## config.mk

```make
export PLATFORM = sky130hd
export DESIGN_NAME = e1sb_spare_bits
export DESIGN_NICKNAME = d
export VERILOG_FILES = /design/src/rtl/e1sb_pkg.sv /design/src/rtl/e1sb_skid_buf.sv /design/src/rtl/e1sb_spare_bits.sv
export SDC_FILE = /design/constraint.sdc
export NUM_CORES = 1
export LEC_CHECK = 0
export BUFFER_PORTS_ARGS = -buffer_cell sky130_fd_sc_hd__buf_2
export CORE_ASPECT_RATIO = 0.7
export CORE_UTILIZATION = 60
export DETAILED_ROUTE_END_ITERATION = 8
export PLACE_DENSITY_LB_ADDON = 0.08
export SLEW_MARGIN = 10
export SYNTH_ARGS = -nofsm -noshare
export SYNTH_HDL_FRONTEND = slang
export SYNTH_SLANG_ARGS = --single-unit
```

## constraint.sdc

```tcl
create_clock -name clk -period 1.9 [get_ports clk]
set_input_delay 0.095 -clock clk [delete_from_list [all_inputs] [get_ports clk]]
set_output_delay 0.095 -clock clk [all_outputs]
set_load 0.01 [all_outputs]
```

## src/rtl/e1sb_pkg.sv

```systemverilog
package e1sb_pkg;
    // ****************************************************************
    // Register map
    // ****************************************************************
    localparam logic [7:0] PAGE_TX        = 8'h0e;
    localparam logic [7:0] PAGE_RX        = 8'h0f;
    localparam logic [7:0] PAGE_CTRL      = 8'h01;
    localparam logic [7:0] ADDR_BYTE0     = 8'h10;
    localparam logic [7:0] ADDR_BYTE4     = 8'h14;
    localparam logic [7:0] ADDR_CTRL      = 8'h17;
    localparam int         CTRL_TXEN_BIT  = 0;
    localparam int         NUM_BYTES      = 5;
    localparam int         BITS_PER_BYTE  = 8;
    localparam logic [7:0] BYTE_RESET     = 8'h00;
    localparam logic [7:0] UNMAPPED_READ  = 8'h00;
    localparam int         BUF_DEPTH      = 2;
    localparam int         BUF_WIDTH      = 5;
    localparam int         BUF_PTR_BITS   = 1;
endpackage

```

## src/rtl/e1sb_skid_buf.sv

```systemverilog
`timescale 1ns/1ps
// ****************************************************************
// Two-entry buffer on the received spare-bit path
// ****************************************************************
module e1sb_skid_buf
(
    input  wire logic                              clk,
    input  wire logic                              rst,
    input  wire logic                              in_valid,
    output logic                                   in_ready,
    input  wire logic [e1sb_pkg::BUF_WIDTH-1:0]    in_data,
    output logic                                   out_valid,
    input  wire logic                              out_ready,
    output logic [e1sb_pkg::BUF_WIDTH-1:0]         out_data
);
    typedef struct packed
    {
        logic [e1sb_pkg::BUF_DEPTH-1:0][e1sb_pkg::BUF_WIDTH-1:0] mem;
        logic [e1sb_pkg::BUF_PTR_BITS-1:0]                      wr;
        logic [e1sb_pkg::BUF_PTR_BITS-1:0]                      rd;
        logic [e1sb_pkg::BUF_PTR_BITS:0]                        cnt;
        logic                                                    rdy;
    } e1sb_buf_s;

    e1sb_buf_s s_q;
    e1sb_buf_s s_d;
    logic      push;
    logic      pop;

    // Ready has its own flop, so the framer sees no gated path
    assign in_ready  = s_q.rdy;
    assign out_valid = (s_q.cnt != 2'd0);
    assign out_data  = s_q.mem[s_q.rd];
    assign push      = in_valid && in_ready;
    assign pop       = out_valid && out_ready;

    // Next state
    always_comb
    begin
        s_d = s_q;
        if (push)
        begin
            s_d.mem[s_q.wr] = in_data;
            s_d.wr          = s_q.wr + 1'b1;
        end
        if (pop)
        begin
            s_d.rd = s_q.rd + 1'b1;
        end
        s_d.cnt = s_q.cnt + {1'b0, push} - {1'b0, pop};
        s_d.rdy = (s_d.cnt != 2'(e1sb_pkg::BUF_DEPTH));
    end

    // State register
    always_ff @(posedge clk)
    begin
        if (rst)
        begin
            s_q <= '0;
        end
        else
        begin
            s_q <= s_d;
        end
    end
endmodule

```

## src/rtl/e1sb_spare_bits.sv

```systemverilog
`timescale 1ns/1ps
module e1sb_spare_bits
(
    input  wire logic                               clk,
    input  wire logic                               rst,
    // Microport, already synchronous strobes from the port front end
    input  wire logic [7:0]                         page,
    input  wire logic [7:0]                         addr,
    input  wire logic                               wr_en,
    input  wire logic                               rd_en,
    input  wire logic [7:0]                         wr_data,
    output logic [7:0]                              rd_data,
    // Framer timing
    input  wire logic                               crc4_mode,
    input  wire logic                               odd_frame_tick,
    input  wire logic [3:0]                         frame_num,
    // Transmit side, presented for channel zero of the next odd frame
    output logic [e1sb_pkg::NUM_BYTES-1:0]          tx_spare_bits,
    output logic                                    tx_spare_insert,
    // Receive side, bits taken from channel zero of each odd frame
    input  wire logic                               rx_valid,
    output logic                                    rx_ready,
    input  wire logic [e1sb_pkg::NUM_BYTES-1:0]     rx_spare_bits,
    input  wire logic                               rx_crc4_mode,
    input  wire logic [3:0]                         rx_frame_num
);
    // Short forms of the package sizes
    localparam int NB = e1sb_pkg::NUM_BYTES;
    localparam int BB = e1sb_pkg::BITS_PER_BYTE;

    // ****************************************************************
    // State
    // ****************************************************************
    typedef struct packed
    {
        // Software bytes and the copies that a frame group works from
        logic [NB-1:0][BB-1:0] tx_reg;
        logic [NB-1:0][BB-1:0] tx_shadow;
        logic [NB-1:0][BB-1:0] rx_reg;
        logic [NB-1:0][BB-1:0] rx_assem;
        // Slot counters, control bit and registered outputs
        logic [2:0]            tx_idx;
        logic [2:0]            rx_idx;
        logic                  txen;
        logic [7:0]            rd_data;
        logic [NB-1:0]         tx_bits;
        logic                  tx_ins;
    } e1sb_state_s;

    e1sb_state_s s_q;
    e1sb_state_s s_d;

    // Decode and datapath helpers
    logic          buf_valid;
    logic [NB-1:0] buf_data;
    logic          buf_ready;
    logic [2:0]    idx;
    logic          hit_tx;
    logic          hit_rx;
    logic          hit_ctrl;
    logic [2:0]    tx_slot;
    logic [2:0]    rx_slot;
    logic [NB-1:0] tx_col;

    // ****************************************************************
    // Receive buffering
    // ****************************************************************
    // Stall from the buffer holds back the framer, no bit is dropped
    e1sb_skid_buf i_e1sb_skid_buf
    (
        .clk       (clk),
        .rst       (rst),
        .in_valid  (rx_valid),
        .in_ready  (rx_ready),
        .in_data   (rx_spare_bits),
        .out_valid (buf_valid),
        .out_ready (buf_ready),
        .out_data  (buf_data)
    );

    // The assembly register takes every word the cycle after it lands,
    // so at most one word is pending and the CRC-4 realign can use the
    // side info of the push itself
    assign buf_ready = 1'b1;

    // Address decode
    assign idx      = 3'(addr - e1sb_pkg::ADDR_BYTE0);
    assign hit_tx   = (page == e1sb_pkg::PAGE_TX) && (addr >= e1sb_pkg::ADDR_BYTE0)
                      && (addr <= e1sb_pkg::ADDR_BYTE4);
    assign hit_rx   = (page == e1sb_pkg::PAGE_RX) && (addr >= e1sb_pkg::ADDR_BYTE0)
                      && (addr <= e1sb_pkg::ADDR_BYTE4);
    assign hit_ctrl = (page == e1sb_pkg::PAGE_CTRL) && (addr == e1sb_pkg::ADDR_CTRL);

    // Bit slot within the byte: multiframe position or running count
    assign tx_slot = crc4_mode ? frame_num[3:1] : s_q.tx_idx;
    assign rx_slot = s_q.rx_idx;

    // ****************************************************************
    // Transmit column select
    // ****************************************************************
    // Slot 0 reads the live bytes so a write just before the group
    // still lands; later slots read the snapshot taken at slot 0
    for (genvar g = 0; g < NB; g++)
    begin : g_tx_col
        assign tx_col[g] = (tx_slot == 3'd0) ? s_q.tx_reg[g][3'd7 - tx_slot]
                                             : s_q.tx_shadow[g][3'd7 - tx_slot];
    end

    // ****************************************************************
    // Next state
    // ****************************************************************
    always_comb
    begin
        s_d = s_q;
        s_d.tx_ins = 1'b0;

        // Register writes; rx page is read only
        if (wr_en && hit_tx)
        begin
            s_d.tx_reg[idx] = wr_data;
        end
        // Clearing the enable mid-group stops insertion at the next frame
        if (wr_en && hit_ctrl)
        begin
            s_d.txen = wr_data[e1sb_pkg::CTRL_TXEN_BIT];
        end

        // Register reads
        if (rd_en)
        begin
            if (hit_tx)
            begin
                s_d.rd_data = s_q.tx_reg[idx];
            end
            else if (hit_rx)
            begin
                s_d.rd_data = s_q.rx_reg[idx];
            end
            else if (hit_ctrl)
            begin
                s_d.rd_data = {7'h00, s_q.txen};
            end
            else
            begin
                s_d.rd_data = e1sb_pkg::UNMAPPED_READ;
            end
        end

        // Transmit: one bit of every byte per odd frame
        if (odd_frame_tick)
        begin
            // Snapshot whole bytes at the start of each group of eight
            if (tx_slot == 3'd0)
            begin
                s_d.tx_shadow = s_q.tx_reg;
            end
            // MSB first: bit 7 goes in frame 1
            s_d.tx_bits = tx_col;
            // Insert flag follows the enable seen at the tick, one cycle wide
            s_d.tx_ins = s_q.txen;
            // Running slot for the plain case; under CRC-4 it follows the
            // multiframe, so a later switch back stays aligned
            s_d.tx_idx = crc4_mode ? 3'd0 : s_q.tx_idx + 3'd1;
            if (crc4_mode && frame_num[3:1] != 3'd7)
            begin
                s_d.tx_idx = frame_num[3:1] + 3'd1;
            end
        end

        // Receive: assemble, then publish whole bytes
        if (buf_valid)
        begin
            for (int n = 0; n < NB; n++)
            begin
                s_d.rx_assem[n][3'd7 - rx_slot] = buf_data[n];
            end
            if (rx_slot == 3'd7)
            begin
                for (int n = 0; n < NB; n++)
                begin
                    s_d.rx_reg[n] = {s_q.rx_assem[n][7:1], buf_data[n]};
                end
            end
            s_d.rx_idx = s_q.rx_idx + 3'd1;
        end

        // Multiframe position realigns the receive slot under CRC-4;
        // without it the slot just counts words, so a lost word skews
        // every later byte until reset
        if (rx_valid && rx_ready && rx_crc4_mode && !buf_valid)
        begin
            s_d.rx_idx = rx_frame_num[3:1];
        end
    end

    // ****************************************************************
    // State register and outputs
    // ****************************************************************
    always_ff @(posedge clk)
    begin
        // Sync reset clears every byte, the enable and both slot counters
        if (rst)
        begin
            s_q <= '0;
        end
        else
        begin
            s_q <= s_d;
        end
    end

    // Outputs straight from the state register
    assign rd_data         = s_q.rd_data;
    assign tx_spare_bits   = s_q.tx_bits;
    assign tx_spare_insert = s_q.tx_ins;
endmodule

```

== Word level (Yosys, flattened, before mapping) ==
Index checks and enable logic that the tools add are counted.
Widths: inputs -> output; s select.

* Memories kept: 0
* Register bits after elaboration: 196
* ROM bits: 0
* Output and inout bits: 15
* Bits of input ports: 45
* Word-level logic and storage cells: 133
* Bits in latches: 0
* Bits in writable memories: 0

* $mul: 0
* Shift-type cells: 0
* Equal/unequal tests: 7
* Reduce and logical (&&, ||, !) cells: 21
* Multiplexer cells: 52
* Bitwise logic cells: 1
* Divide/modulo/power cells: 0
* Magnitude comparators: 10
* Add/sub/neg operators: 10

{| class="wikitable"
|+ Operators by type and width
! cell !! number
|-
| $bmux 8 s3 || 2
|-
| $bwmux 40 || 1
|-
| $bwmux 8 || 5
|-
| $mux 8 || 5
|-
| $bmux 1 s3 || 10
|-
| $demux 8 s3 || 1
|-
| $mux 1 || 17
|-
| $eq 8x4->1 const B || 2
|-
| $mux 3 || 5
|-
| $mux 5 || 3
|-
| $logic_and 1x1->1 || 14
|-
| $lt 3x4->1 const B || 3
|-
| $bwmux 10 || 1
|-
| $add 3x1->3 const B || 3
|-
| $eq 8x1->1 const B || 1
|-
| $eq 8x5->1 const B || 1
|-
| $ge 8x5->1 const B || 1
|-
| $le 8x5->1 const B || 1
|-
| $ge 3x1->1 const B || 2
|-
| $sub 3x3->3 const A || 2
|-
| $demux 5 s1 || 1
|-
| $lt 1x2->1 const B || 2
|-
| $reduce_and 2->1 || 2
|-
| $reduce_bool 2->1 || 2
|-
| 13 further kinds || 14
|}

== Logic depth before layout (Yosys ltp) ==
Gate-level depths: netlist of the first run.

* Word-level depth: 6
* Mapped depth: 7
* Depth with buffers taken out: 5

== By module ==
A second synthesis of the first run with hierarchy kept.

* Cells, all modules: 940
* Area, all modules: 8222.9 um^2

{| class="wikitable"
|+ Modules (own cells, without submodules)
! module !! seq. area each (um^2) !! instances !! area each (um^2) !! cells each
|-
| e1sb_spare_bits || 3423.3 || 1 || 7577.3 || 881
|-
| e1sb_skid_buf || 300.3 || 1 || 645.6 || 59
|}

== Worst setup path after synthesis of the first run ==
OpenSTA, ideal clock, no wires.

* Path kind: input -> register
* From: in addr[3]
* To: reg s_q[165] (netlist bit)
* Data required time: 1.772 ns
* Data arrival time: 1.530 ns
* Slack: 0.243 ns
* Path buffers: 1
* Library setup time: 0.128 ns
* Stages: 6
* Cells stage by stage: or4_4 nor4_4 nand4bb_1 buf_2 mux2i_1 nor2_1

* Word-level cells in the longest chain between the ends: 4
* Elaborated cells on any way between the ends: 5
* Classes of those cells: order compare (2); reduce/logical (3)

{| class="wikitable"
|+ RTL lines
! what !! RTL line !! source
|-
| start, declared || e1sb_spare_bits.sv:8 || <nowiki>input wire logic [7:0] addr,</nowiki>
|-
| $ge 8x5->1 || e1sb_spare_bits.sv:88 || <nowiki>assign hit_tx = (page == e1sb_pkg::PAGE_TX) && (addr >= e1sb_pkg::ADDR_BYTE0)</nowiki>
|-
| $logic_and 1x1->1 || e1sb_spare_bits.sv:88 ||
|-
| $logic_and 1x1->1 (*) || e1sb_spare_bits.sv:89 || <nowiki>&& (addr <= e1sb_pkg::ADDR_BYTE4);</nowiki>
|-
| $logic_and 1x1->1 (*) || e1sb_spare_bits.sv:118 || <nowiki>if (wr_en && hit_tx)</nowiki>
|-
| end signal, assigned || e1sb_spare_bits.sv:204 || <nowiki>s_q <= '0;</nowiki>
|-
| end signal, assigned || e1sb_spare_bits.sv:208 || <nowiki>s_q <= s_d;</nowiki>
|-
| end, declared || e1sb_spare_bits.sv:50 || <nowiki>e1sb_state_s s_q;</nowiki>
|}

Every way passes the cells marked *; elsewhere a longest branch is shown, timed or not.
A chain may end at the register's enable or synchronous reset.

== Worst setup path in the final report of the first run ==
* From: reg s_q[19] (netlist bit)
* To: reg s_q (netlist bit tx_spare_bits[3])

* Word-level cells in the longest chain between the ends: 5
* Elaborated cells on any way between the ends: 8
* Classes of those cells: add/sub (1); mux (6); reduce/logical (1)

{| class="wikitable"
|+ RTL lines
! what !! RTL line !! source
|-
| $mux 3 (*) || e1sb_spare_bits.sv:95 || <nowiki>assign tx_slot = crc4_mode ? frame_num[3:1] : s_q.tx_idx;</nowiki>
|-
| $sub 3x3->3 || e1sb_spare_bits.sv:105, e1sb_spare_bits.sv:106 ||
|-
| $bmux 1 s3 (on tied branches) || e1sb_spare_bits.sv:106, e1sb_spare_bits.sv:105 ||
|-
| $mux 1 (on tied branches) || e1sb_spare_bits.sv:106, e1sb_spare_bits.sv:105 ||
|-
| $mux 1 (*) || e1sb_spare_bits.sv:105 || <nowiki>assign tx_col[g] = (tx_slot == 3'd0) ? s_q.tx_reg[g][3'd7 - tx_slot]</nowiki>
|}

Every way passes the cells marked *; elsewhere a longest branch is shown, timed or not. The select of a mux whose other input is x is not followed.

==> results of run 1 <==
-- sequential cells by signal, indices dropped and copies added (netlist names) --
signal,count
i_e1sb_skid_buf.in_ready,1
i_e1sb_skid_buf.s_q,14
rd_data,8
rx_slot,3
s_q,154
tx_spare_bits,5
tx_spare_insert,1
-- placed cells by master (no fill, tap or decap), types with 4 or more instances in the layout --
cell type      count
dfxtp_1          186
nor2_1           150
mux2i_1          146
nand2_1           98
buf_2             56
a211oi_1          46
a21oi_1           45
buf_4             43
o21ai_0           20
clkbuf_16         17
dlygate4sd3_1     10
nand2b_1           9
a221oi_1           7
nor2b_1            6
inv_1              6
o2111ai_1          6
nor3_1             5
nand3_1            5
ha_1               5
buf_12             5
nand4_1            4
a31oi_1            4
-- cell families (layout without fill, tap and decap cells) --
family,count (synthesis),count (layout),share of synthesized area
multiplexers,149,149,0.1863
XOR/XNOR,2,2,0.002179
AO/OA/AOI/OAI,151,151,0.1256
AND/OR/NAND/NOR,307,307,0.1682
buffers and inverters,81,151,0.04684
flip-flops,186,186,0.4631
adder cells (fa/ha/maj),5,5,0.007781
-- area by class of cell --
| type | instances | area share |
|---|---|---|
| tap | 162 | 0.02175 |
| inverter | 6 | 0.002417 |
| sequential | 186 | 0.3996 |
| timing repair buffer | 114 | 0.08620 |
| multi-input combinational | 614 | 0.4241 |
| clock inverter | 12 | 0.01732 |
| clock buffer | 19 | 0.04860 |
-- worst min path at each step --
stage	from	endpoint	slack, ns	depth (start not counted)
6_report	wr_data[6]	s_q[155]	0.01	3
5_1_grt	odd_frame_tick	s_q[18]	0.01	2
4_1_cts	wr_data[4]	s_q[153]	0.0002	3
3_5_place_dp	rx_spare_bits[0]	i_e1sb_skid_buf.s_q[5]	0.35	3
3_3_place_gp	rx_spare_bits[0]	i_e1sb_skid_buf.s_q[5]	0.34	3
2_1_floorplan	rx_spare_bits[0]	i_e1sb_skid_buf.s_q[10]	0.24	2
-- metal layers --
| layer | global-route usage | share of wire | vias to the layer above |
|---|---|---|---|
| met2 | 0.4788 | 0.45 | 242 |
| li1 | - | - | 3182 |
| met1 | 0.4192 | 0.47 | 3236 |
| met5 | 0 | 0 | - |
| met3 | 0.07337 | 0.072 | 31 |
| met4 | 0.07608 | 0.015 | 0 |
-- power by group through the flow --
stage,clock network [W],logic (W),registers [W]
final,0.00367,0.000605,0.00398
after global routing,0.00389,0.000644,0.00399
after CTS,0.00371,0.000595,0.00398
after detailed placement,0,0.000575,0.00407
after global placement,0,0.000558,0.00407
after floorplan,0,0.000375,0.00405
-- worst register-to-register path, stage by stage (launching register included) --
cell     delay (ns)
dfxtp_1        0.36
mux2i_1        0.29
buf_12         0.20
mux2i_1        0.30
mux2i_1        0.16
o21ai_0        0.22
nand2_1        0.07
-- per-stage QoR --
stage | util | worst slack (ns)
2_1_floorplan | - | 0.2427
3_3_place_gp | 0.6761 | 0.04567
3_5_place_dp | 0.6761 | -0.03006
4_1_cts | 0.7322 | 0.1749
5_1_grt | 0.7326 | 0.02435
6_report | 0.7326 | 0.1741
-- what timing repair did --
| action | 4_1_cts | 5_1_grt |
|---|---|---|
| resized for setup | 0 | 1 |
| endpoints found under the hold margin | 20 | 0 |
| hold buffers | 10 | 0 |
| setup endpoints to repair | 0 | 5 |
==> impl.org, run 1 <==
** GRT
- The initial antenna violation count came to 0.
- The total overflow left after global routing is 0.
- The via count of the first global-routing pass is approximately 6400.
- Global routing usage summed across all routing layers :: 0.3038
- Pin count of the biggest net entering global routing :: 159
- Wire length of the first global-routing pass :: between 30 and 40 mm

** STA
- On the final layout, the worst clock skew is just under 0.01 ns.
- Final hold analysis gives a worst-case slack of 0.01353 ns.
- For the finished layout, the period the worst path requires is ~1.7 ns.
- Endpoints failing hold :: 0
- The max-slew violation count was 0.
- For the pin with the worst max-slew slack, the measured transition is between 0.8 and 0.9 ns.
- Total negative setup slack :: 0 ns
- FMAX :: about 580 MHz
- The worst pin sits at a relative slew slack of 0.4220.
- Setup violations remaining at the end of the flow were counted as 0.
- Of the available clock period, the critical path in the final layout requires 0.9084.
- RSZ-0062 raised after global routing :: no

** Critical path
- Grouping stages by cell kind, the critical path spends the most delay in multiplexers.
- Worst setup path category :: reg2reg
- On the worst path, the slowest cell contributes a delay of about 0.36 ns.
- Cell Chain, Critical Path :: mux2i_1, buf_12, mux2i_1, mux2i_1, o21ai_0, nand2_1
- The number of buffers and inverters on the critical path is 1.
- Critical path data arrival time :: 2.03 ns
- The critical path ends at tx_spare_bits[3].
- Most prevalent standard cell on the critical path :: mux2i_1
- Launch point of the worst path :: s_q[19]
- In this run the register-to-register setup slack is ~0.17 ns.
- Crit end category :: flip-flop
- In this run the number of cells on the critical path is 6.
- Critical R2R Launch :: s_q[19]
- Number of cells on the worst reg-to-reg path :: 6
- STA classifies the critical path startpoint as a flip-flop.
- CP Data Required Time :: 2.21 ns
- In this run the critical register-to-register path is captured at tx_spare_bits[3].
- Max Fanout on Critical Path :: 10
- Worst-path cell with the longest stage delay :: dfxtp_1

** Place
- RD Place Congestion :: 0.8406
- Post-placement cell area :: 8600 sq um
- Detailed placement ended at an HPWL of between 10 and 15 mm.
- Port buffering added 57 buffers.
- Total placed cells including tap cells :: 1072

** Synthesis
- Post-Syn Instances :: around 900
- The synthesized design contains about 190 register bits.
- Avg Inst Size Synth :: slightly above 9 sq um
- Distinct cell type count of the synthesized netlist :: 56
- For this run, the leading register cell type out of synthesis is dfxtp_1.
- When the netlist entered floorplanning its net count stood at roughly 930.
- Summed over all instances, the cell type with the most area after synthesis is dfxtp_1.
- The cell area that synthesis handed to floorplanning was around 8000 sq um.
- Fraction of the yosys area taken by sequential cells :: 0.4631
- Area fraction of the dominant cell type after synthesis :: 0.4631
- Number of synthesized flops with an enable pin :: 0
- Yosys printed 0 warnings.
- For this run, asynchronously set or reset flops after synthesis account for 0.
- Cell types with the highest counts after synthesis :: dfxtp_1 (186), nor2_1 (151), mux2i_1 (146)
- dfxtp_1 is the most common cell in the netlist.
- Yosys attributes the largest share of cell area to dfxtp_1 (46%), mux2i_1 (18%), nor2_1 (7.0%), nand2_1 (4.6%), a211oi_1 (4.3%).

** Floorplan
- Height of the chip :: a little under 100 microns
- In this run the count of I/O pins placed on the die edge is 60.
- The initialized floorplan defines 34 standard-cell rows.
- Placeable Area :: 12720 sq um
- Measured along the x axis, the die boundary spans about 140 microns.
- The die covers between 10000 and 15000 sq um.
- For this configuration, the core starts out at a cell density of 0.6321.

** Power
- Across the VDD grid, the largest voltage drop is around 0.65 mV.
- Cell internal power dissipation :: 0.006340 W
- In this run the power spent charging and discharging nets is ~0.0019 W.
- For this design the ratio of total power to cell area is 886.3 nW/um^2.
- Of the total power, the share spent switching nets is 0.2324.
- Overall power consumption :: between 0.008 and 0.009 W
- Proportion of power drawn by combinational gates :: 0.073
- Leakage power :: 4.102 nW
- Seq pwr share :: 0.482
- Of the total power, the clock network draws 0.445.

** Drt
- Routed vias :: 6691
- Using the TritonRoute via totals, the vias-per-cell ratio works out to between 6 and 7.
- Drt pass-1 iters :: 5
- Initial drt markers :: 667
- After detailed routing, the average wire length per cell comes to approximately 18 microns.
- The final layout contains routed wiring with a total length of a little over 20 mm.
- In the routed design, unresolved DRC markers number 0.
- Detail Route Antenna Nets :: 0

** Clocking
- TritonCTS built the clock tree.
- Clock-pin slew on the worst setup and hold paths :: roughly 0.070 ns
- TritonCTS created 17 clock buffers.
- The number of setup buffers added after CTS is 0.
- The clock drives 186 sinks.
- Later-pin clock latency in the skew report :: ~0.42 ns
- Root Buffer Master :: clkbuf_16
- The clock passes through at most 2 buffers.
- H-Tree Level Count :: 4

** Final layout
- Fillers :: 911
- Relative to the synthesized area, the layout overhead comes to 15.90%.
- Non-filler instance count after layout :: 1113
- With fillers left out, the area of the finished cells amounts to about 9300 sq um.
- The number of antenna diodes in the final layout is 0.
- Of the cells placed in the final design, the portion with a size suffix greater than 1 is 0.1588.
- Multi-input logic area :: approximately 4000 sq um
- Final layout net count :: slightly below 1000
- Footprint of the flip-flops and latches :: between 3000 and 4000 sq um

** Min path
- Worst hold path type :: in2reg

** Run status
- Status :: finished clean

** Flow run
- Maximum capacitance violations :: 0
Power figures use the tool's default switching activity.
==> run 2, diff against run 1 <==
--- a/config.mk
+++ b/config.mk
@@ -5,10 +5,10 @@
 export SDC_FILE = /design/constraint.sdc
 export NUM_CORES = 1
 export LEC_CHECK = 0
-export BUFFER_PORTS_ARGS = -buffer_cell sky130_fd_sc_hd__buf_2
 export CORE_ASPECT_RATIO = 0.7
 export CORE_UTILIZATION = 60
 export DETAILED_ROUTE_END_ITERATION = 8
+export DONT_BUFFER_PORTS = 1
 export PLACE_DENSITY_LB_ADDON = 0.08
 export SLEW_MARGIN = 10
 export SYNTH_ARGS = -nofsm -noshare
==> run 2 against run 1 <==
The flow now finishes with violations (hold timing, setup timing). Non-clock buffer count grew 7. First-iteration DRC count shrank 19%. Register-to-register slack lost 0.15 ns. Flip-flop and latch count is the same. Total power shrank 1.9%. Utilization grew 3.6 points. Via count grew 2.4%. Critical path depth grew 1. Clock skew grew 0.0022 ns.
==> impl.org, run 2 (synthesis gave the netlist of run 1 again) <==
** Critical path
- Worst setup path category :: in2reg (was reg2reg)
- Terminus of the critical flop-to-flop path :: s_q[25] (was tx_spare_bits[3])
- The required time reported for the critical path endpoint came to 2.21 ns (about the same).
- The delay contributed by the slowest stage of the critical path is 0.55 ns (was 0.36 ns).
- Worst-path cell with the longest stage delay :: or4_4 (was dfxtp_1)
- Max Fanout on Critical Path :: 5 (was 10)
- Crit end category :: flip-flop (unchanged)
- Cell Chain, Critical Path: or4_4, nor4_4, nand4b_1, buf_4, mux2i_1, nor2_1, dlygate4sd3_1 (was mux2i_1, buf_12, mux2i_1, mux2i_1, o21ai_0, nand2_1).
- The startpoint type of the worst setup path is a primary input (was flip-flop).
- The source of the worst register-to-register timing path was i_e1sb_skid_buf.s_q[1] (was s_q[19]).
- The path depth of the worst reg2reg path is 7 (was 6).
- The flop-to-flop setup slack came to 0.02 ns (was 0.17 ns).
- Critical path data arrival time :: 2.31 ns (was 2.03 ns)

** Power
- The peak supply drop came to 0.6228 mV (was 0.6510 mV).
- The standby leakage power came to 4.317 nW (was 4.102 nW).
- The power density over the cells is 829.0 nW/um^2 (was 886.3 nW/um^2).

** Final layout
- The number of nets in the finished design was 996 (was 989).
- The storage element area is 3747 sq um (was 3724 sq um).
- The synthesis-to-layout area growth came to 21.55% (was 15.90%).
- Commonest cells after routing, fill and taps aside :: dfxtp_1 (175), nor2_1 (149), mux2i_1 (143) (was dfxtp_1 (186), nor2_1 (150), mux2i_1 (146))
- The final cell count without fillers was 1121 (was 1113).
- The final design instance area without fill is 9773 sq um (was 9319 sq um).
- The flip-flop count of the largest register after layout came to 154 (unchanged).
- Commonest non-fill, non-tap cell in the layout :: dfxtp_1 (unchanged)
- Multi-input logic area :: 4058 sq um (was 3953 sq um)
- The register with the most flip-flops is s_q (unchanged).
- The number of fill cells is 837 (was 911).
- The share of cells above drive strength 1 is 0.1512 (was 0.1588).
- The total inserted antenna cells is 0 (unchanged).

** GRT
- Wire length of the first global-routing pass :: 34.54 mm (was 32.68 mm)
- The total global-route track usage came to 0.3222 (was 0.3038).
- Pin count of the biggest net entering global routing :: 183 (was 159)
- Initial antenna violation count :: 0 (unchanged)
- The total grt overflow came to 0 (unchanged).
- The via count of the first global-routing pass is 6727 (was 6396).

** Floorplan
- Placeable Area :: 12720 sq um (unchanged)
- Total I/O pin count :: 60 (unchanged)
- The number of core rows was 34 (unchanged).
- DIE WIDTH :: 140.4 microns (unchanged)
- Height of the chip :: 98.85 microns (unchanged)
- The initial core utilization was 0.6321 (unchanged).
- Full die area :: 13870 sq um (unchanged)

** Drt
- Drt pass-1 iters :: 5 (unchanged)
- Routed length per placed instance :: 19.31 microns (was 18.31 microns)
- The final antenna-violating net count was 0 (unchanged).
- Routed vias :: 6849 (was 6691)
- Initial drt markers :: 542 (was 667)
- Vias per std cell :: 6.110 (was 6.012)
- The number of remaining DRC errors was 0 (unchanged).
- Total wire length after detailed routing :: 21.65 mm (was 20.38 mm)

** STA
- The timing-limited maximum frequency is 502.1 MHz (was 579.4 MHz).
- The maximum clock skew at final layout was 0.01201 ns (was 0.009830 ns).
- The final worst-path setup slack was -0.09149 ns (was 0.1741 ns).
- The hold slack came to -0.2571 ns (was 0.01353 ns).
- Relative slew slack :: 0.5861 (was 0.4220)
- The count of final setup violators was 7 (was 0).
- Final period utilization :: 1.048 (was 0.9084)
- The shortest period the worst path allows is 1.991 ns (was 1.726 ns).
- The transition time at the pin with the least slew margin came to 0.6175 ns (was 0.8599 ns).
- Endpoints failing hold :: 129 (was 0)
- The max-slew violation count was 0 (unchanged).
- RSZ-0062 raised after global routing :: yes (was no)

** Place
- The number of port buffers is 0 (was 57).
- The post-place setup slack is 0.1154 ns (was -0.03006 ns).
- Post-placement cell area :: 8217 sq um (was 8600 sq um)
- The detailed placer's ending HPWL was 13.12 mm (was 13.87 mm).
- The instance count after placement with tap cells included came to 1004 (was 1072).
- RD Place Congestion :: 0.8140 (was 0.8406)

** Clocking
- The number of buffers inserted during clock tree synthesis was 17 (unchanged).
- The CTS sink count came to 186 (unchanged).
- The root buffer cell is clkbuf_16 (unchanged).
- Later-pin clock latency in the skew report :: 0.43 ns (was 0.42 ns)
- The clock tree from TritonCTS is yes (unchanged).
- Bufs on Longest Clock Path :: 2 (unchanged)
- The clock-pin transition on the worst setup and hold timing paths came to 0.07 ns (about the same).
- H-Tree Level Count :: 4 (unchanged)

** Flow run
- The max-cap check violation count is 0 (unchanged).

** Min path
- Hold wc startpoint :: rst (was wr_data[6])
- Worst hold path type :: in2reg (unchanged)
- The hold-critical path endpoint was s_q[178] (was s_q[155]).
- Number of cells on the worst hold path :: 1 (was 3)

** Run status
- Status: finished with violations (was finished clean).
- The checks that failed: hold timing, setup timing.
run 2: cell count changes in the layout (fill, tap and decap cells not counted), sizes merged:
cell,change
inv,+2
dlymetal6s4s,+3
buf,-38
clkinv,+1
dlygate4sd3,+42
clkbuf,-2
run 2: final cells by class:
cell class,count,share of cell area
Inverter,6,0.002304
Clock buffer,17,0.04353
Multi-Input combinational cell,614,0.4152
Tap cell,162,0.02074
Sequential cell,186,0.3834
Timing Repair Buffer,121,0.1156
Clock inverter,15,0.01920
run 2: where the power goes:
group | leakage (nW) | total, W | switching, W | internal [W]
combinational | 2.51 | 0.000426 | 0.000211 | 0.000214
clock | 0.297 | 0.00368 | 0.00158 | 0.00210
sequential | 1.51 | 0.00399 | 0.0000521 | 0.00394
total | 4.32 | 0.00810 | 0.00185 | 0.00625
run 2: metrics by stage:
| step | setup TNS [ns] | hold slack (ns) | util | total power, W |
|---|---|---|---|---|
| finish | -0.2942 | -0.2571 | 0.7683 | 0.008102 |
| detailed placement | 0 | 0.1849 | 0.6460 | 0.004428 |
| global route | -0.8253 | -0.2726 | 0.7683 | 0.008353 |
| CTS | 0 | -0.2660 | 0.7603 | 0.008106 |
| floorplan | 0 | 0.2389 | - | 0.004426 |
| global placement | 0 | 0.1790 | 0.6460 | 0.004419 |
run 2: what timing repair did:
item,in CTS,in global routing
buffers inserted,0,26
endpoints found under the hold margin,186,129
setup endpoints to repair,0,53
hold buffers,84,1
resized for setup,0,59
run 2: worst max path at each step:
stage	from	endpoint	slack [ns]	cells after the start
after CTS	addr[3]	s_q[170]	0.008	7
after global routing	addr[5]	s_q[150]	-0.12	7
after detailed placement	addr[3]	s_q[149]	0.12	6
after floorplan	addr[3]	s_q[165]	0.24	6
final	addr[5]	s_q[151]	-0.09	7
after global placement	addr[3]	s_q[167]	0.16	6
run 2: routing by layer:
| layer | GRT usage | up-vias | wire length [microns] |
|---|---|---|---|
| li1 | - | 3215 | - |
| met4 | 0.08030 | 0 | 328 |
| met3 | 0.08309 | 29 | 1772 |
| met2 | 0.5154 | 249 | 9812 |
| met1 | 0.4359 | 3356 | 9738 |
| met5 | 0 | - | 0 |
run 2: worst max-delay path, delay by kind of cell:
kind | cells | cell delay, ns
buffers and inverters | 2 | 0.77
multiplexers | 1 | 0.17
AND/OR/NAND/NOR | 4 | 1.27
==> run 3, diff against run 2 <==
--- a/config.mk
+++ b/config.mk
@@ -6,10 +6,12 @@
 export NUM_CORES = 1
 export LEC_CHECK = 0
 export CORE_ASPECT_RATIO = 0.7
+export CORE_MARGIN = 2
 export CORE_UTILIZATION = 60
 export DETAILED_ROUTE_END_ITERATION = 8
 export DONT_BUFFER_PORTS = 1
 export PLACE_DENSITY_LB_ADDON = 0.08
+export SETUP_SLACK_MARGIN = 0.1
 export SLEW_MARGIN = 10
 export SYNTH_ARGS = -nofsm -noshare
 export SYNTH_HDL_FRONTEND = slang
==> run 3 against run 2 <==
The run ends with hold timing left. Clock-buffer cell count is the same. First-iteration DRC count shrank 7.2%. Total power shrank 1.9%. Non-clock buffer count shrank 59. Largest power group unchanged.
==> impl.org, run 3 (synthesis gave the netlist of run 1 again) <==
** Drt
- Total wire length after detailed routing :: 19.75 mm (was 21.65 mm)
- Vias per std cell :: 6.011 (was 6.110)
- # DRC :: 0 (unchanged)
- The iteration count of the initial detailed-routing pass is 5 (unchanged).
- Initial drt markers :: 503 (was 542)
- Detail Route Antenna Nets :: 0 (unchanged)
- The number of vias in the routed layout came to 6408 (was 6849).
- The average wire length per cell after detail routing was 18.53 microns (was 19.31 microns).

** Floorplan
- Total I/O pin count :: 60 (unchanged)
- The placeable core area came to 13140 sq um (was 12720 sq um).
- The number of core rows came to 35 (was 34).
- The die outline width is 142.4 microns (was 140.4 microns).
- Initial Util :: 0.6120 (was 0.6321)
- The die area came to 14360 sq um (was 13870 sq um).
- Height of the chip :: 100.9 microns (was 98.85 microns)

** Critical path
- Cell Chain, Critical Path :: or4_4, nor4_4, nand3_2, buf_4, mux2i_1, nor2_1, dlygate4sd3_1 (was or4_4, nor4_4, nand4b_1, buf_4, mux2i_1, nor2_1, dlygate4sd3_1)
- The nature of the critical path endpoint is a flip-flop (unchanged).
- The startpoint type of the worst setup path was a primary input (unchanged).
- CP Data Required Time :: 2.22 ns (was 2.21 ns)
- The endpoint arrival time on the critical path is 2.15 ns (was 2.31 ns).
- The cell with the largest stage delay on the worst path was or4_4 (unchanged).
- Largest stage delay on the critical path :: 0.57 ns (was 0.55 ns)
- Max Fanout on Critical Path :: 4 (was 5)
- Worst setup path category :: in2reg (unchanged)

** STA
- Endpoints failing hold :: 159 (was 129)
- FMAX :: 545.4 MHz (was 502.1 MHz)
- Post-Route Skew :: 0.007161 ns (was 0.01201 ns)
- The count of final setup violators is 0 (was 7).
- Relative slew slack :: 0.6180 (was 0.5861)
- Final critical path time including I/O delays and setup :: 1.833 ns (was 1.991 ns)
- Total negative setup slack :: 0 ns (was -0.2942 ns)
- Slew at the pin with the worst max-slew slack :: 0.5571 ns (was 0.6175 ns)
- The max-slew violation count is 0 (unchanged).
- RSZ-0062 raised after global routing: yes (unchanged).
- Hold Slack :: -0.2639 ns (was -0.2571 ns)
- Final period utilization :: 0.9650 (was 1.048)

** Final layout
- Fillers :: 992 (was 837)
- The share of cells above drive strength 1 is 0.09556 (was 0.1512).
- Number of flip-flops under the largest register name :: 154 (unchanged)
- Final antenna diode count :: 0 (unchanged)
- The storage element area is 3724 sq um (was 3747 sq um).
- Final layout net count :: 937 (was 996)
- Multi-input logic area :: 3949 sq um (was 4058 sq um)
- Commonest cells after routing, fill and taps aside: dfxtp_1 (186), nor2_1 (150), mux2i_1 (146) (was dfxtp_1 (175), nor2_1 (149), mux2i_1 (143)).
- The synthesis-to-layout area growth is 12.68% (was 21.55%).
- The register with the most flip-flops was s_q (unchanged).
- The most frequent standard cell in the layout excluding fill and tap cells was dfxtp_1 (unchanged).

** Clocking
- H-Tree Level Count :: 4 (unchanged)
- The number of buffers on the longest clock path is 2 (unchanged).
- Clock tree from TritonCTS :: yes (unchanged)
- Root Buffer Master :: clkbuf_16 (unchanged)
- The number of buffers inserted during clock tree synthesis was 17 (unchanged).
- Clock-pin slew on the worst setup and hold paths :: 0.07 ns (about the same)
- Hold buffer count at cts :: 24 (was 84)
- The clock latency of the later-clocked register in the worst-skew pair came to 0.43 ns (about the same).
- Clock Sink Count :: 186 (unchanged)

** GRT
- Pin count of the biggest net entering global routing :: 183 (unchanged)
- Global routing usage summed across all routing layers :: 0.2833 (was 0.3222)
- Total gr overflow :: 0 (unchanged)
- The initial antenna violation count is 0 (unchanged).
- The wire length of the first global-routing pass came to 31.47 mm (was 34.54 mm).
- The via count of the first global-routing pass is 6012 (was 6727).

** Power
- The power after layout is 0.007950 W (was 0.008102 W).
- VDD IR max :: 0.5782 mV (was 0.6228 mV)
- P per Cell Area :: 877.5 nW/um^2 (was 829.0 nW/um^2)
- Leakage power :: 3.906 nW (was 4.317 nW)

** Place
- The number of port buffers is 0 (unchanged).
- Detailed placement HPWL :: 12.96 mm (was 13.12 mm)
- RD Place Congestion :: 0.8290 (was 0.8140)

** Run status
- Status :: finished with violations (unchanged)
- Failing checks: hold timing (was hold timing, setup timing).

** Min path
- Worst hold path type :: in2reg (unchanged)

** Flow run
- Maximum capacitance violations :: 0 (unchanged)
run 3: final cells by class:
type | count | share of cell area
inverter | 6 | 0.002486
tap | 166 | 0.02292
sequential | 186 | 0.4110
clock inverter | 15 | 0.01837
timing repair buffer | 62 | 0.06242
clock buffer | 17 | 0.04695
multi-input combinational | 614 | 0.4359
run 3: timing repair:
action,CTS,global route
hold endpoints to repair,186,159
resized for setup,0,4
setup buffers,0,1
endpoints found under the setup margin,0,11
run 3: path summary, 6_finish.rpt:
kind	startpoint	to	slack (ns)	cells past startpoint
worst min-delay path	rst	i_e1sb_skid_buf.s_q[6]	-0.26	1
worst max-delay path	addr[3]	s_q[175]	0.07	7
worst max register to register	i_e1sb_skid_buf.in_ready	i_e1sb_skid_buf.s_q[2]	0.15	5
worst min register to register	s_q[41]	s_q[81]	0.45	2
run 3: power by group:
| group | total [W] | leakage [nW] | switching [W] | internal, W |
|---|---|---|---|---|
| clock | 0.00357 | 0.281 | 0.00160 | 0.00197 |
| sequential | 0.00399 | 1.50 | 0.0000510 | 0.00394 |
| combinational | 0.000386 | 2.12 | 0.000196 | 0.000190 |
run 3: routing by layer:
metal / global-route usage / wire length [microns] / share of wire / up-vias
li1: - / - / - / 3090
met1: 0.4191 / 9499 / 0.48 / 3099
met2: 0.4125 / 8538 / 0.43 / 196
met3: 0.06698 / 1438 / 0.073 / 23
met4: 0.08302 / 275 / 0.014 / 0
met5: 0 / 0 / 0 / -
run 3: worst max-delay path, delay by kind of cell:
family / cells / cell delay (ns)
multiplexers: 1 / 0.16
AND/OR/NAND/NOR: 4 / 1.15
buffers and inverters: 2 / 0.73
run 3: stage by stage:
stage / area (sq um) / hold slack [ns] / cells / utilization / setup WS, ns
2_1_floorplan: 8040 / 0.2389 / 881 / - / 0.2427
3_3_place_gp: 8217 / 0.1785 / 1009 / 0.6254 / 0.1505
3_5_place_dp: 8217 / 0.1802 / 1009 / 0.6254 / 0.08681
4_1_cts: 9049 / -0.2658 / 1065 / 0.6888 / 0.1125
5_1_grt: 9060 / -0.2757 / 1066 / 0.6896 / 0.04760
6_report: 9060 / -0.2639 / 1066 / 0.6896 / 0.06658
